--- src/design/card_strobe_cfg.svh ---
// Timing counts for the card socket strobe sequencer
`ifndef CARD_STROBE_CFG_SVH
`define CARD_STROBE_CFG_SVH
`define CSS_NUM_SLOTS     2
`define CSS_CNT_W         4
`define CSS_SETUP_CYC     4'h2
`define CSS_STROBE_CYC    4'h4
`define CSS_HOLD_CYC      4'h2
`define CSS_LANE_EVEN     0
`define CSS_LANE_ODD      1
`endif

--- src/design/card_strobe_pkg.sv ---
// Types shared by the card socket strobe sequencer
package card_strobe_pkg;
  // Kind of socket cycle requested by the host side
  typedef enum logic [2:0] {
    CYC_MEM_RD,
    CYC_MEM_WR,
    CYC_ATTR_RD,
    CYC_ATTR_WR,
    CYC_IO_RD,
    CYC_IO_WR,
    CYC_DMA_TO_HOST,
    CYC_DMA_TO_CARD
  } cycle_e;

  // Host side request for one slot
  typedef struct packed {
    logic       valid;
    cycle_e     kind;
    logic [1:0] lanes;   // Bit 0 even lane, bit 1 odd lane
    logic       tc;      // Last DMA transfer
  } req_s;

  // Strobe pins of one slot, all active low
  typedef struct packed {
    logic ce1_n;
    logic ce2_n;
    logic oe_n;
    logic we_n;
    logic iord_n;
    logic iowr_n;
    logic reg_n;
  } pins_s;

  // Card driven inputs of one slot, active low
  typedef struct packed {
    logic wait_n;
    logic inpack_n;
  } card_in_s;

  // Status returned to the host side
  typedef struct packed {
    logic busy;
    logic done;
    logic dma_req;
    logic inpack;
  } stat_s;
endpackage : card_strobe_pkg

--- src/design/card_socket_strobe_control.sv ---
// Strobe sequencer for two 16-bit card sockets
`timescale 1ns/1ps
`default_nettype none
`include "card_strobe_cfg.svh"

module card_socket_strobe_control #(
  parameter int NUM_SLOTS = `CSS_NUM_SLOTS  // Socket count
) (
  input  wire logic                       i_clk,      // System clock
  input  wire logic                       i_reset_n,  // Async reset
  input  wire card_strobe_pkg::req_s      i_req    [NUM_SLOTS],
  input  wire logic                       i_dma_mode [NUM_SLOTS],
  input  wire card_strobe_pkg::card_in_s  i_card   [NUM_SLOTS],
  output var  card_strobe_pkg::pins_s     o_pins   [NUM_SLOTS],
  output var  card_strobe_pkg::stat_s     o_stat   [NUM_SLOTS]
);
  import card_strobe_pkg::*;

  localparam int CW = `CSS_CNT_W;  // Phase counter width

  // Lane enables from the requested lanes
  function automatic logic [1:0] lane_n(input logic [1:0] lanes);
    logic [1:0] act;
    // An empty lane mask counts as a word access
    act = (lanes == 2'h0) ? 2'h3 : lanes;
    lane_n = ~act;
  endfunction : lane_n

  // True for cycles that touch common memory
  function automatic logic is_common(input cycle_e k);
    // Attribute, I/O and DMA cycles all drive REG low
    is_common = (k == CYC_MEM_RD) || (k == CYC_MEM_WR);
  endfunction : is_common

  // Strobe pattern for one cycle kind in the strobe phase
  function automatic pins_s strobe_pins(input req_s r);
    pins_s p;
    logic [1:0] ln;
    p  = '1;
    ln = lane_n(r.lanes);
    // Selects follow the lanes, REG follows the space
    p.ce1_n = ln[`CSS_LANE_EVEN];
    p.ce2_n = ln[`CSS_LANE_ODD];
    p.reg_n = is_common(r.kind);
    // One strobe per kind; DMA to host adds OE on terminal count
    unique case (r.kind)
      CYC_MEM_RD, CYC_ATTR_RD: p.oe_n = 1'b0;
      CYC_MEM_WR, CYC_ATTR_WR: p.we_n = 1'b0;
      CYC_IO_RD:               p.iord_n = 1'b0;
      CYC_IO_WR:               p.iowr_n = 1'b0;
      CYC_DMA_TO_HOST: begin
        p.iord_n = 1'b0;
        p.oe_n   = ~r.tc;
        p.reg_n  = 1'b0;
      end
      CYC_DMA_TO_CARD: begin
        p.iowr_n = 1'b0;
        p.reg_n  = 1'b0;
      end
    endcase
    strobe_pins = p;
  endfunction : strobe_pins

  // One strobe set per slot, no shared state
  for (genvar s = 0; s < NUM_SLOTS; s++) begin : g_slot
    typedef enum logic [1:0] {
      ST_IDLE,
      ST_SETUP,
      ST_STROBE,
      ST_HOLD
    } state_e;

    // Per slot state; nothing here is shared between slots
    state_e          state_q, state_d;  // Sequencer state
    logic [CW-1:0]   cnt_q, cnt_d;      // Phase cycle counter
    req_s            req_q, req_d;      // Latched request
    pins_s           pins_q, pins_d;    // Registered strobes
    stat_s           stat_q, stat_d;    // Registered status
    card_in_s        sync1_q, sync2_q, sync3_q;  // Pin synchroniser
    card_in_s        filt_q, filt_d;    // Agreed pin levels
    logic [1:0]      take_ln_n;         // Lane enables, new request

    // Filtered level moves once stages two and three agree
    always_comb begin
      filt_d = filt_q;
      if (sync2_q.wait_n == sync3_q.wait_n) begin
        filt_d.wait_n = sync3_q.wait_n;
      end
      if (sync2_q.inpack_n == sync3_q.inpack_n) begin
        filt_d.inpack_n = sync3_q.inpack_n;
      end
    end

    // Three stage pin synchroniser and filter register
    always_ff @(posedge i_clk or negedge i_reset_n) begin
      if (!i_reset_n) begin
        // Pins read as released until the card drives
        sync1_q <= '1;
        sync2_q <= '1;
        sync3_q <= '1;
        filt_q  <= '1;
      end else begin
        sync1_q <= i_card[s];
        sync2_q <= sync1_q;
        sync3_q <= sync2_q;
        filt_q  <= filt_d;
      end
    end

    // Next state of the cycle sequencer
    always_comb begin
      state_d = state_q;
      cnt_d   = cnt_q;
      req_d   = req_q;
      pins_d  = pins_q;
      stat_d  = stat_q;
      // Lane enables a new request would drive
      take_ln_n = lane_n(i_req[s].lanes);
      stat_d.done = 1'b0;
      // DMA request follows INPACK only in DMA mode
      stat_d.dma_req = i_dma_mode[s] && !filt_q.inpack_n;
      // Acknowledge is trusted only during an I/O read
      stat_d.inpack = !i_dma_mode[s] && !filt_q.inpack_n &&
                      (state_q == ST_STROBE) &&
                      (req_q.kind == CYC_IO_RD);
      unique case (state_q)
        ST_IDLE: begin
          // Take a new request, raise select lines
          if (i_req[s].valid) begin
            req_d        = i_req[s];
            pins_d       = '1;
            pins_d.ce1_n = take_ln_n[`CSS_LANE_EVEN];
            pins_d.ce2_n = take_ln_n[`CSS_LANE_ODD];
            pins_d.reg_n = is_common(i_req[s].kind);
            if (i_req[s].kind inside {CYC_DMA_TO_HOST,
                                      CYC_DMA_TO_CARD}) begin
              pins_d.reg_n = 1'b0;
            end
            // Setup count starts with the selects
            cnt_d        = `CSS_SETUP_CYC;
            stat_d.busy  = 1'b1;
            state_d      = ST_SETUP;
          end
        end
        ST_SETUP: begin
          // Address and selects settle before the strobe
          if (cnt_q == '0) begin
            pins_d  = strobe_pins(req_q);
            cnt_d   = `CSS_STROBE_CYC;
            state_d = ST_STROBE;
          end else begin
            cnt_d = cnt_q - 1'b1;
          end
        end
        ST_STROBE: begin
          // Minimum width, then stay while the card waits
          // WAIT arrives about four cycles late, so a card
          // must raise it within the first cycle of the strobe
          if (cnt_q != '0) begin
            cnt_d = cnt_q - 1'b1;
          end else if (filt_q.wait_n) begin
            // Strobes end; selects stay asserted for the hold
            pins_d.oe_n   = 1'b1;
            pins_d.we_n   = 1'b1;
            pins_d.iord_n = 1'b1;
            pins_d.iowr_n = 1'b1;
            cnt_d         = `CSS_HOLD_CYC;
            state_d       = ST_HOLD;
          end
        end
        ST_HOLD: begin
          // Selects held past the strobe, then release
          if (cnt_q == '0) begin
            pins_d      = '1;
            stat_d.busy = 1'b0;
            stat_d.done = 1'b1;
            state_d     = ST_IDLE;
          end else begin
            cnt_d = cnt_q - 1'b1;
          end
        end
      endcase
    end

    // Sequencer registers
    always_ff @(posedge i_clk or negedge i_reset_n) begin
      if (!i_reset_n) begin
        // Idle, every strobe and select released
        state_q <= ST_IDLE;
        cnt_q   <= '0;
        req_q   <= '0;
        pins_q  <= '1;
        stat_q  <= '0;
      end else begin
        state_q <= state_d;
        cnt_q   <= cnt_d;
        req_q   <= req_d;
        pins_q  <= pins_d;
        stat_q  <= stat_d;
      end
    end

    // Outputs come straight from flip-flops
    assign o_pins[s] = pins_q;
    assign o_stat[s] = stat_q;
  end : g_slot
endmodule : card_socket_strobe_control
`default_nettype wire

--- config.mk ---
export PLATFORM = sky130hd
export DESIGN_NAME = card_socket_strobe_control
export DESIGN_NICKNAME = d
export VERILOG_FILES = /design/src/design/card_strobe_pkg.sv /design/src/design/card_socket_strobe_control.sv
export VERILOG_INCLUDE_DIRS = /design/src /design/src/design
export SDC_FILE = /design/constraint.sdc
export NUM_CORES = 1
export LEC_CHECK = 0
export BUFFER_PORTS_ARGS = -buffer_cell sky130_fd_sc_hd__buf_2
export CAP_MARGIN = 40
export CORE_AREA = 2 2 74 76
export CTS_BUF_LIST = sky130_fd_sc_hd__clkbuf_8
export CTS_CLUSTER_SIZE = 10
export DETAILED_ROUTE_END_ITERATION = 8
export DIE_AREA = 0 0 76 78
export GPL_TIMING_DRIVEN = 0
export HOLD_SLACK_MARGIN = 0.06
export PLACE_DENSITY = 0.77
export SYNTH_ARGS = -nofsm -noshare
export SYNTH_HDL_FRONTEND = slang
export SYNTH_SLANG_ARGS = --single-unit
--- constraint.sdc ---
create_clock -name i_clk -period 2.2 [get_ports i_clk]
set_clock_uncertainty 0.05 [all_clocks]
set_input_delay 0.11 -clock i_clk [delete_from_list [all_inputs] [get_ports i_clk]]
set_output_delay 0.11 -clock i_clk [all_outputs]
set_load 0.1 [all_outputs]
==> results of run 1 <==
## through the flow
stage / cell area [sq um] / cells / setup slack [ns] / utilization (%)
finish: 3550 / 397 / 0.217 / 70.3
global route: 3550 / 397 / 0.0601 / 70.3
CTS: 3550 / 397 / 0.254 / 70.3
detailed placement: 3180 / 362 / 0.270 / 63.2
global placement: 3160 / 361 / 0.301 / 62.8
floorplan: 2860 / 248 / 0.450 / -
## layout make-up
cell class	instances	area, sq um	area share, %
Buffer	7	27.5	0.776
Timing Repair Buffer	63	425	12.0
Tap cell	70	87.6	2.47
Clock buffer	11	151	4.27
Inverter	16	60.1	1.69
Multi-Input combinational cell	163	1180	33.4
Clock inverter	5	20.0	0.565
Sequential cell	62	1590	44.8
## per-layer routing
metal / routed length, microns / up-vias
met2: 2620 / 59
met5: 0 / -
met3: 278 / 10
met1: 2500 / 1012
li1: - / 1039
met4: 125 / 0
## cells in the mapped netlist (3+ instances only)
cell,number,area (sq um)
sky130_fd_sc_hd__o31ai_1,4,30.0
sky130_fd_sc_hd__nor2_1,16,60.1
sky130_fd_sc_hd__and2_1,3,18.8
sky130_fd_sc_hd__nor2b_1,5,31.3
sky130_fd_sc_hd__ha_1,14,175
sky130_fd_sc_hd__a21oi_1,5,25.0
sky130_fd_sc_hd__dfstp_2,30,788
sky130_fd_sc_hd__nand3b_1,3,22.5
sky130_fd_sc_hd__o21ai_0,9,45.0
sky130_fd_sc_hd__maj3_1,4,40.0
sky130_fd_sc_hd__a211oi_1,5,37.5
sky130_fd_sc_hd__o32a_1,3,30.0
sky130_fd_sc_hd__mux2_1,4,45.0
sky130_fd_sc_hd__nor3_1,10,50.1
sky130_fd_sc_hd__a311oi_1,4,35.0
sky130_fd_sc_hd__nand2_1,18,67.6
sky130_fd_sc_hd__o21ai_1,7,35.0
sky130_fd_sc_hd__dfrtp_1,32,801
sky130_fd_sc_hd__clkbuf_1,6,22.5
sky130_fd_sc_hd__o221ai_1,3,26.3
sky130_fd_sc_hd__nand2b_1,3,18.8
sky130_fd_sc_hd__inv_1,16,60.1
sky130_fd_sc_hd__mux2_2,12,135
## flip-flops by register name, indices dropped and copies added (netlist names)
name            count
g_slot.cnt_q        8
o_pins             14
g_slot.sync1_q      4
g_slot.sync2_q      4
g_slot.req_q       12
g_slot.filt_q       4
o_stat              8
g_slot.state_q      4
g_slot.sync3_q      4
## cell families (layout without fill, tap and decap cells)
kind of cell,after synthesis,in the layout,synth area share (%)
AO/OA/AOI/OAI,56,56,13.8
multiplexers,18,18,7.00
buffers and inverters,23,102,3.06
adder cells (fa/ha/maj),18,18,7.52
AND/OR/NAND/NOR,71,71,13.1
flip-flops,62,62,55.5
## cells in the final DEF (no fill, tap or decap), types with 3 or more instances in the layout
cell type	n
sky130_fd_sc_hd__o32a_1	3
sky130_fd_sc_hd__a311oi_1	4
sky130_fd_sc_hd__and2_1	3
sky130_fd_sc_hd__ha_1	14
sky130_fd_sc_hd__o21ai_1	7
sky130_fd_sc_hd__nor2_1	16
sky130_fd_sc_hd__a21oi_1	5
sky130_fd_sc_hd__o31ai_1	4
sky130_fd_sc_hd__mux2_2	12
sky130_fd_sc_hd__clkbuf_1	6
sky130_fd_sc_hd__mux2_1	4
sky130_fd_sc_hd__maj3_1	4
sky130_fd_sc_hd__nor3_1	10
sky130_fd_sc_hd__a211oi_1	5
sky130_fd_sc_hd__dfrtp_1	32
sky130_fd_sc_hd__nand3b_1	3
sky130_fd_sc_hd__dlygate4sd3_1	19
sky130_fd_sc_hd__clkbuf_8	11
sky130_fd_sc_hd__nand2b_1	3
sky130_fd_sc_hd__o221ai_1	3
sky130_fd_sc_hd__nor2b_1	5
sky130_fd_sc_hd__o21ai_0	9
sky130_fd_sc_hd__nand2_1	18
sky130_fd_sc_hd__buf_2	44
sky130_fd_sc_hd__inv_1	20
sky130_fd_sc_hd__dfstp_2	30
## worst reg2reg max path, cell delays in order (launching register included)
cell and delay, ns:
sky130_fd_sc_hd__dfrtp_1 0.40, sky130_fd_sc_hd__inv_1 0.13, sky130_fd_sc_hd__ha_1 0.16, sky130_fd_sc_hd__clkbuf_1 0.29, sky130_fd_sc_hd__clkbuf_1 0.38, sky130_fd_sc_hd__nor3b_1 0.11
sky130_fd_sc_hd__a311oi_1 0.27, sky130_fd_sc_hd__o21ai_0 0.11
## worst paths after layout
path / depth (start not counted) / startpoint / to
setup / recovery: 7 / g_slot[1].state_q[1]$_DFFE_PN0P_ / o_pins[6]$_DFFE_PN1P_
hold / removal: 3 / i_req[6] / o_stat[3]$_DFFE_PN0P_
setup reg to reg: 7 / g_slot[1].state_q[1]$_DFFE_PN0P_ / o_pins[6]$_DFFE_PN1P_
hold reg to reg: 0 / g_slot[0].sync1_q[1]$_DFF_PN1_ / g_slot[0].sync2_q[1]$_DFF_PN1_
max in group asynchronous: 3 / i_reset_n / o_pins[3]$_DFFE_PN1P_
min in group asynchronous: 2 / i_reset_n / g_slot[0].req_q[1]$_DFFE_PN0P_
## what timing repair did
item                       in CTS  in global routing
setup endpoints to repair       0                  0
hold endpoints to repair       42                  0
gates resized for setup         0                  0
hold buffers                   19                  0
==> results.txt, run 1 <==
----------------------------------------------------
[GRT]
  Met3 routing resource usage after global routing ... 4.30%
  Most congested layer reported by global routing ... met2
  Met2 Use GR ... 33.1%
  First-pass GRT wire length ... 9.46 mm
  Met1 routing resource usage after global routing ... 26.0%
  Overflow left after global routing ... 0
  Number of antenna violations at the first check in global routing ... 0
  Combined global-route utilization of all metal layers ... 20.6%
  Vias in the first global route ... 2164
  Pin count of the biggest net entering global routing ... 33

[Logic synthesis]
  Sequential fraction of the synthesis area ... 55.5%
  Syn Nets ... 284
  Combined area of all synthesized cells ... 2860 sq um
  Total of flip-flops plus latches after synthesis ... 62
  Async set-reset flop share out of synthesis ... 100%
  Mapped Cells ... ~250
  Number of library cell types mapped by synthesis ... 44
  Count of synthesis-stage warnings from yosys ... 0
  Count of flip-flops with a built-in enable after synthesis ... 0
  Mean Syn Cell Area ... 11.5 sq um
  Most used DFF post-synth ... sky130_fd_sc_hd__dfrtp_1

[Clock network]
  Clk_lat worst skew ... 0.34 ns
  Clock transition at the registers of the reported paths ... 0.07 ns
  CTS root buffer ... sky130_fd_sc_hd__clkbuf_8
  Num Clock Sinks ... 62
  TritonCTS clock tree ... built
  Number of buffers created by CTS ... 9
  # Post-CTS Setup Buffers ... 0
  Number of H-tree levels ... 3
  Longest Clk Path Bufs ... 2

[Die]
  Initial Utilization ... 56.7%
  Die area ... 5930 sq um
  Horizontal die dimension ... 76 microns
  Die height ... around 78 microns
  Rows ... 26
  Placeable core region ... 5040 sq um
  Count of boundary I/O pins ... 44

[Detailed routing]
  Routed wirelength normalized by instance count ... between 10 and 15 microns
  Total iterations of the first detailed-routing run ... 4
  Post-detailed-route DRC marker count ... 0
  Post-detailed-routing wire length ... 5.52 mm
  Starting DRT DRC Count ... roughly 160
  Post-DR vias/cell ... around 5.3
  Routed Antenna Nets ... 0
  Routed vias ... between 2000 and 2500

[Setup path]
  Worst path top cell family by delay ... buffers and inverters
  Critical Path Sink Type ... flop
  Number of buffers and inverters on the critical path ... 3
  Class of the most critical setup path ... flop to flop
  WP data required ... 2.40 ns
  Critical Path AT ... 2.18 ns
  Startpoint kind of the worst setup timing path ... flop
  CP dominant cell by count ... sky130_fd_sc_hd__clkbuf_1
  Reg2reg setup slack ... 0.22 ns
  Critical Path Max Stage Delay ... 0.40 ns
  Chain of cells forming the critical path ... inv_1 > ha_1 > clkbuf_1 > clkbuf_1 > nor3b_1 > a311oi_1 > o21ai_0
  Critical-path top delay cell ... sky130_fd_sc_hd__dfrtp_1
  Critical Path Fanout Max ... 10

[STA]
  Timing-limited maximum frequency ... 504 MHz
  Slew at the pin with the worst max-slew slack ... 0.706 ns
  Period minus WS final ... ~2 ns
  Number of failing setup endpoints in the final timing report ... 0
  Count of final max-slew check failures ... 0
  RSZ-0062 raised after global routing ... no
  Ratio of final minimum period to clock period ... 90.1%
  Final hold slack ... approximately 0.12 ns
  Max-Slew Margin vs Limit ... between 50% and 60%
  Final total negative setup slack ... 0 ns
  Number of failing hold endpoints at the final stage ... 0

[Placement]
  Count of input and output buffers ... 43
  DP Wirelength ... around 3.9 mm
  Gp weighted congestion ... 0.820

[Flow run]
  Max_cap viols ... 0

[Finish]
  Antenna Cells ... 0
  Layout cell share with drive strength beyond 1 ... 32.1%
  Syn-to-layout area delta ... 23.9%
  Nets ... roughly 360
  Fill cells ... between 300 and 400

[Status]
  Result of the run ... finished, final reports clean

[Min path]
  Path class of the lowest-slack min-delay path ... input pin to flop

----------------------------------------------------
Power of run 1 is left out: the tool's default activity adds up to more than one toggle a clock period on the data nets, which glitch-free logic cannot reach.
==> run 2: changes to the inputs <==
CELL_PAD_IN_SITES_DETAIL_PLACEMENT = 0   (was unset)
CELL_PAD_IN_SITES_GLOBAL_PLACEMENT = 1   (was unset)
CORE_AREA = 2 2 82 84   (was 2 2 74 76)
DIE_AREA = 0 0 84 86   (was 0 0 76 78)
HOLD_SLACK_MARGIN = 0.02   (was 0.06)
PLACE_DENSITY = 0.78   (was 0.77)
==> run 2 against run 1 <==
Against the previous run: routed wire length is 1.3% higher; flip-flop and latch count stayed put; cell count is 1.8% higher; die area is 22% higher; critical endpoint is now o_pins[1]$_DFFE_PN1P_.
==> results.txt, run 2 (same netlist as run 1, synthesis figures left out) <==
----------------------------------------------------
[Placement]
  Gp weighted congestion ... 0.800
  DP Wirelength ... 3.98 mm
  Count of input and output buffers ... 43
  Cell count after placement ... 369

[STA]
  Slew at the pin with the worst max-slew slack ... around 0.65 ns
  Count of final max-slew check failures ... 0
  Ratio of final minimum period to clock period ... approximately 87%
  Number of failing hold endpoints at the final stage ... 0
  Number of failing setup endpoints in the final timing report ... 0
  Timing-limited maximum frequency ... 520 MHz
  Max-Slew Margin vs Limit ... a little under three fifths
  Final total negative setup slack ... 0 ns
  Period minus WS final ... 1.92 ns
  RSZ-0062 raised after global routing ... no

[Setup path]
  Startpoint kind of the worst setup timing path ... flop
  Worst Reg2Reg Path Length in Cells ... 6
  Critical Path AT ... 2.13 ns
  Reg2reg setup slack ... 0.28 ns
  Critical Path Sink Type ... flop
  Worst path top cell family by delay ... simple AND/OR/NAND/NOR gates
  Critical Path Fanout Max ... 6
  Chain of cells forming the critical path ... inv_1 > ha_1 > or3b_4 > nor2_1 > o21a_2 > mux2_1
  Class of the most critical setup path ... flop to flop
  Critical-path top delay cell ... sky130_fd_sc_hd__or3b_4
  WP data required ... 2.40 ns
  Number of buffers and inverters on the critical path ... 1
  Reg-to-reg endpoint ... o_pins[1]$_DFFE_PN1P_
  Critical Path Max Stage Delay ... 0.43 ns
  Startpoint of the worst register-to-register path ... g_slot[1].cnt_q[0]$_DFFE_PN0P_

[Clock network]
  # Post-CTS Setup Buffers ... 0
  Number of H-tree levels ... 3
  Num Clock Sinks ... 62
  Number of buffers created by CTS ... 9
  Clock transition at the registers of the reported paths ... about 0.07 ns
  TritonCTS clock tree ... built
  Clk_lat worst skew ... 0.33 ns
  CTS root buffer ... sky130_fd_sc_hd__clkbuf_8
  Longest Clk Path Bufs ... 2

[Finish]
  Most common cell after layout, fill and taps aside ... sky130_fd_sc_hd__buf_2
  Max FFs per register ... 14
  Non-filler instance count after layout ... 404
  Antenna Cells ... 0
  Syn-to-layout area delta ... 26.9%
  Most used cells in the layout excluding fill and tap cells ... sky130_fd_sc_hd__buf_2, sky130_fd_sc_hd__dfrtp_1, sky130_fd_sc_hd__dfstp_2, sky130_fd_sc_hd__dlygate4sd3_1, sky130_fd_sc_hd__nand2_1
  Nets ... 358
  Layout cell share with drive strength beyond 1 ... between 30% and 40%
  Layout Utilization ... 57.8%

[GRT]
  First-pass GRT wire length ... just under 10 mm
  Vias in the first global route ... 2078
  Overflow left after global routing ... 0
  Combined global-route utilization of all metal layers ... roughly 17%
  Pin count of the biggest net entering global routing ... 36
  Number of antenna violations at the first check in global routing ... 0

[Detailed routing]
  Total iterations of the first detailed-routing run ... 4
  Routed Antenna Nets ... 0
  Post-DR vias/cell ... 5.14
  Starting DRT DRC Count ... 129
  Routed vias ... 2075
  Routed wirelength normalized by instance count ... 13.8 microns
  Post-detailed-route DRC marker count ... 0
  Post-detailed-routing wire length ... between 5 and 6 mm

[Min path]
  Hold Path Origin ... i_req[6]
  Path class of the lowest-slack min-delay path ... input pin to flop
  Hold worst-path end ... o_stat[3]$_DFFE_PN0P_
  Worst hold stages ... 3

[Die]
  Die height ... 86 microns
  Initial Utilization ... 45.6%
  Die area ... roughly 7200 sq um
  Count of boundary I/O pins ... 44
  Placeable core region ... 6280 sq um
  Rows ... 29
  Horizontal die dimension ... 84 microns

[Status]
  Result of the run ... finished, final reports clean

[Flow run]
  Max_cap viols ... 0

----------------------------------------------------
## run 2: cell count changes in the layout (fill, tap and decap cells not counted)
| cell | change |
|---|---|
| sky130_fd_sc_hd__bufinv_16 | +3 |
| sky130_fd_sc_hd__clkbuf_1 | -1 |
| sky130_fd_sc_hd__clkbuf_2 | +1 |
| sky130_fd_sc_hd__clkbuf_8 | -1 |
| sky130_fd_sc_hd__clkinv_2 | +1 |
| sky130_fd_sc_hd__clkinv_4 | +1 |
| sky130_fd_sc_hd__inv_1 | -4 |
## run 2: repair_timing
item,CTS,global route
setup endpoints to repair,0,1
endpoints found under the hold margin,37,0
hold buffers,19,0
resized for setup,0,2
## run 2: tightest hold or removal path: stages
cell,delay (ns)
sky130_fd_sc_hd__buf_2,0.10
sky130_fd_sc_hd__nor2b_1,0.08
sky130_fd_sc_hd__o31ai_1,0.18
## run 2: worst max path at each step
stage / from / endpoint / cells past startpoint
final: g_slot[1].cnt_q[0]$_DFFE_PN0P_ / o_pins[1]$_DFFE_PN1P_ / 6
after global routing: g_slot[1].state_q[0]$_DFFE_PN0P_ / o_pins[0]$_DFFE_PN1P_ / 5
after CTS: g_slot[1].state_q[1]$_DFFE_PN0P_ / o_pins[6]$_DFFE_PN1P_ / 7
after detailed placement: g_slot[1].state_q[1]$_DFFE_PN0P_ / o_pins[6]$_DFFE_PN1P_ / 7
after global placement: g_slot[1].state_q[1]$_DFFE_PN0P_ / o_pins[6]$_DFFE_PN1P_ / 7
after floorplan: g_slot[1].cnt_q[0]$_DFFE_PN0P_ / o_pins[1]$_DFFE_PN1P_ / 6
## run 2: per-layer routing
layer,share of wire [%],routed length (microns),up-vias,track usage [%]
met5,0,0,-,0
met4,2.1,117,0,7.92
met3,2.7,149,10,3.56
met2,45,2540,24,25.2
met1,50,2790,998,23.7
li1,-,-,1043,-
## run 2: metrics by stage
stage          cell area [sq um]  worst slack [ns]  hold WS, ns
3_5_place_dp                3190             0.243        0.131
6_report                    3630             0.277        0.124
3_3_place_gp                3170             0.274        0.165
5_1_grt                     3630             0.133        0.161
4_1_cts                     3630             0.233        0.116
2_1_floorplan               2860             0.450       -0.236
## run 2: cell type report
cell class	instances	area, sq um
timing repair buffer	63	425
clock inverter	6	109
multi-input combinational	163	1180
clock buffer	10	138
buffer	7	28.8
tap	77	96.3
inverter	16	60.1
sequential	62	1590
fill	520	2650
Power of run 2 is left out for the same reason.
==> run 3: changes to the inputs <==
ABC_AREA = 1   (was unset)
CORE_AREA = 2 2 87 89   (was 2 2 82 84)
DIE_AREA = 0 0 89 91   (was 0 0 84 86)
==> run 3 against run 2 <==
Against the previous run: cell area grew 4.6%; synthesized cell count increased by 45%; critical endpoint is now g_slot[0].state_q[1]$_DFFE_PN0P_; first-iteration DRC count fell by 29%.
==> results.txt, run 3 <==
----------------------------------------------------
[Detailed routing]
  Starting DRT DRC Count ... 92
  Routed Antenna Nets ... 0
  Post-detailed-route DRC marker count ... 0
  Routed wirelength normalized by instance count ... 12.0 microns
  Routed vias ... 2451
  Post-detailed-routing wire length ... 6.44 mm
  Total iterations of the first detailed-routing run ... 4
  Post-DR vias/cell ... 4.56

[Setup path]
  Class of the most critical setup path ... flop to flop
  Startpoint kind of the worst setup timing path ... flop
  Critical Path Sink Type ... flop
  Chain of cells forming the critical path ... inv_1 > ha_1 > inv_1 > nor2_1 > inv_1 > nand2_1 > nor2_4 > nand2_1 > nand2_1
  Reg2reg setup slack ... ~0.48 ns
  Startpoint of the worst register-to-register path ... g_slot[0].state_q[1]$_DFFE_PN0P_
  Critical Path Fanout Max ... 6
  WP data required ... 2.38 ns
  Worst Reg2Reg Path Length in Cells ... 9
  Reg-to-reg endpoint ... g_slot[0].state_q[1]$_DFFE_PN0P_
  Critical Path AT ... 1.90 ns
  Critical Path Max Stage Delay ... 0.42 ns
  Critical-path top delay cell ... sky130_fd_sc_hd__dfrtp_1

[Die]
  Initial Utilization ... 43.0%
  Die area ... 8100 sq um
  Horizontal die dimension ... about 89 microns
  Rows ... 31
  Placeable core region ... 7140 sq um
  Die height ... 91 microns
  Count of boundary I/O pins ... 44

[Logic synthesis]
  Most used DFF post-synth ... sky130_fd_sc_hd__dfrtp_1
  Count of flip-flops with a built-in enable after synthesis ... 0
  Most numerous cell in the Yosys netlist ... sky130_fd_sc_hd__nand2_1
  List of most frequent post-synthesis cells ... sky130_fd_sc_hd__nand2_1, sky130_fd_sc_hd__inv_1, sky130_fd_sc_hd__dfrtp_1
  Number of library cell types mapped by synthesis ... 24
  Mapped Cells ... 360
  Leading cell types by total area after synthesis ... sky130_fd_sc_hd__dfrtp_1, sky130_fd_sc_hd__dfstp_2, sky130_fd_sc_hd__nand2_1
  Mean Syn Cell Area ... 8.52 sq um
  Top-area cell type share of the netlist area ... around a quarter
  Cell type contributing the most total cell area after synthesis ... sky130_fd_sc_hd__dfrtp_1
  Syn Nets ... 396
  Total of flip-flops plus latches after synthesis ... a little over 60
  Async set-reset flop share out of synthesis ... between 90% and 100%
  Count of synthesis-stage warnings from yosys ... 0
  Combined area of all synthesized cells ... 3070 sq um
  Sequential fraction of the synthesis area ... 51.8%

[Status]
  Result of the run ... finished, final reports clean

[Placement]
  Count of input and output buffers ... 43
  Gp weighted congestion ... 0.800
  DP Wirelength ... 4.80 mm

[Flow run]
  Max_cap viols ... 0

[GRT]
  First-pass GRT wire length ... around 11 mm
  Combined global-route utilization of all metal layers ... around 18%
  Vias in the first global route ... 2387
  Number of antenna violations at the first check in global routing ... 0
  Pin count of the biggest net entering global routing ... 35
  Overflow left after global routing ... 0

[Finish]
  Antenna Cells ... 0
  Max FFs per register ... 14
  Nets ... 469
  Fill cells ... 709
  Most common cell after layout, fill and taps aside ... sky130_fd_sc_hd__nand2_1
  Layout cell share with drive strength beyond 1 ... 25.3%
  Register area ... 1590 sq um
  Most used cells in the layout excluding fill and tap cells ... sky130_fd_sc_hd__nand2_1, sky130_fd_sc_hd__inv_1, sky130_fd_sc_hd__buf_2, sky130_fd_sc_hd__dfrtp_1, sky130_fd_sc_hd__dfstp_2
  Combined area of the multi-input logic cells ... roughly 1300 sq um
  Syn-to-layout area delta ... 23.8%

[Min path]
  Worst hold stages ... 3
  Path class of the lowest-slack min-delay path ... input pin to flop
  Hold worst-path end ... g_slot[0].req_q[1]$_DFFE_PN0P_
  Hold Path Origin ... i_req[8]

[Clock network]
  Number of buffers created by CTS ... 9
  Clock transition at the registers of the reported paths ... about 0.070 ns
  Num Clock Sinks ... 62
  CTS root buffer ... sky130_fd_sc_hd__clkbuf_8
  Number of H-tree levels ... 3
  Longest Clk Path Bufs ... 2
  TritonCTS clock tree ... built
  Clk_lat worst skew ... 0.34 ns

[STA]
  Count of final max-slew check failures ... 0
  Ratio of final minimum period to clock period ... between 70% and 80%
  Max-Slew Margin vs Limit ... 56.2%
  Final total negative setup slack ... 0 ns
  Period minus WS final ... 1.72 ns
  Timing-limited maximum frequency ... 581 MHz
  RSZ-0062 raised after global routing ... no
  Number of failing setup endpoints in the final timing report ... 0
  Number of failing hold endpoints at the final stage ... 0
  Slew at the pin with the worst max-slew slack ... 0.656 ns

----------------------------------------------------
-- run 3: how the worst max path moves through the flow --
stage | endpoint | from | cells past startpoint
2_1_floorplan | g_slot[0].state_q[1]$_DFFE_PN0P_ | g_slot[0].state_q[0]$_DFFE_PN0P_ | 9
3_3_place_gp | g_slot[1].state_q[1]$_DFFE_PN0P_ | g_slot[1].state_q[0]$_DFFE_PN0P_ | 9
3_5_place_dp | g_slot[0].state_q[1]$_DFFE_PN0P_ | g_slot[0].state_q[0]$_DFFE_PN0P_ | 9
4_1_cts | g_slot[0].state_q[1]$_DFFE_PN0P_ | g_slot[0].state_q[0]$_DFFE_PN0P_ | 9
5_1_grt | o_pins[10]$_DFFE_PN1P_ | g_slot[0].state_q[1]$_DFFE_PN0P_ | 9
6_report | g_slot[0].state_q[1]$_DFFE_PN0P_ | g_slot[0].state_q[1]$_DFFE_PN0P_ | 9
-- run 3: final cells by class --
class | instances | share of cell area, %
Multi-Input combinational cell | 244 | 33.5
Tap cell | 99 | 3.26
Clock buffer | 9 | 3.26
Clock inverter | 7 | 1.78
Timing Repair Buffer | 62 | 10.9
Buffer | 6 | 0.725
Sequential cell | 62 | 41.8
Inverter | 48 | 4.74
-- run 3: through the flow --
step                util, %  worst slack (ns)  hold slack, ns  area (sq um)  instances
finish                 53.2             0.480          0.0575          3800        537
global placement       47.7             0.502           0.166          3410        502
detailed placement     48.0             0.461           0.128          3430        503
floorplan                 -             0.718          -0.236          3070        360
CTS                    53.2             0.444          0.0312          3800        537
global route           53.2             0.255          0.0732          3800        537
-- run 3: critical path: cells and delay by family (launching register included) --
kind / cells / cell delay (ns)
adder cells (fa/ha/maj): 1 / 0.18
buffers and inverters: 3 / 0.31
flip-flops: 1 / 0.42
AND/OR/NAND/NOR: 5 / 0.63
-- run 3: cells by family (layout without fill, tap and decap cells) --
family                     count (synthesis)  count (layout)  synth area share (%)
and+or+nand+nor                          188             188                  26.6
AOI/OAI and AO/OA                         34              34                  6.53
adders and majority gates                 18              18                  7.01
xor gates and xnor gates                   2               2                 0.571
buffers and inverters                     54             132                  6.77
muxes                                      2               2                 0.734
DFF                                       62              62                  51.8
-- run 3: timing repair --
action,4_1_cts,5_1_grt
hold buffers,18,0
gates resized for setup,0,0
setup buffers,0,0
hold endpoints to repair,32,0
-- run 3: per-layer routing --
layer,wire (microns),vias to the layer above,GRT usage [%]
met3,240,7,4.82
met1,2850,1137,21.2
met4,81,0,6.47
met2,3270,40,29.7
li1,-,1267,-
met5,0,-,0
Power of run 3 is left out for the same reason.
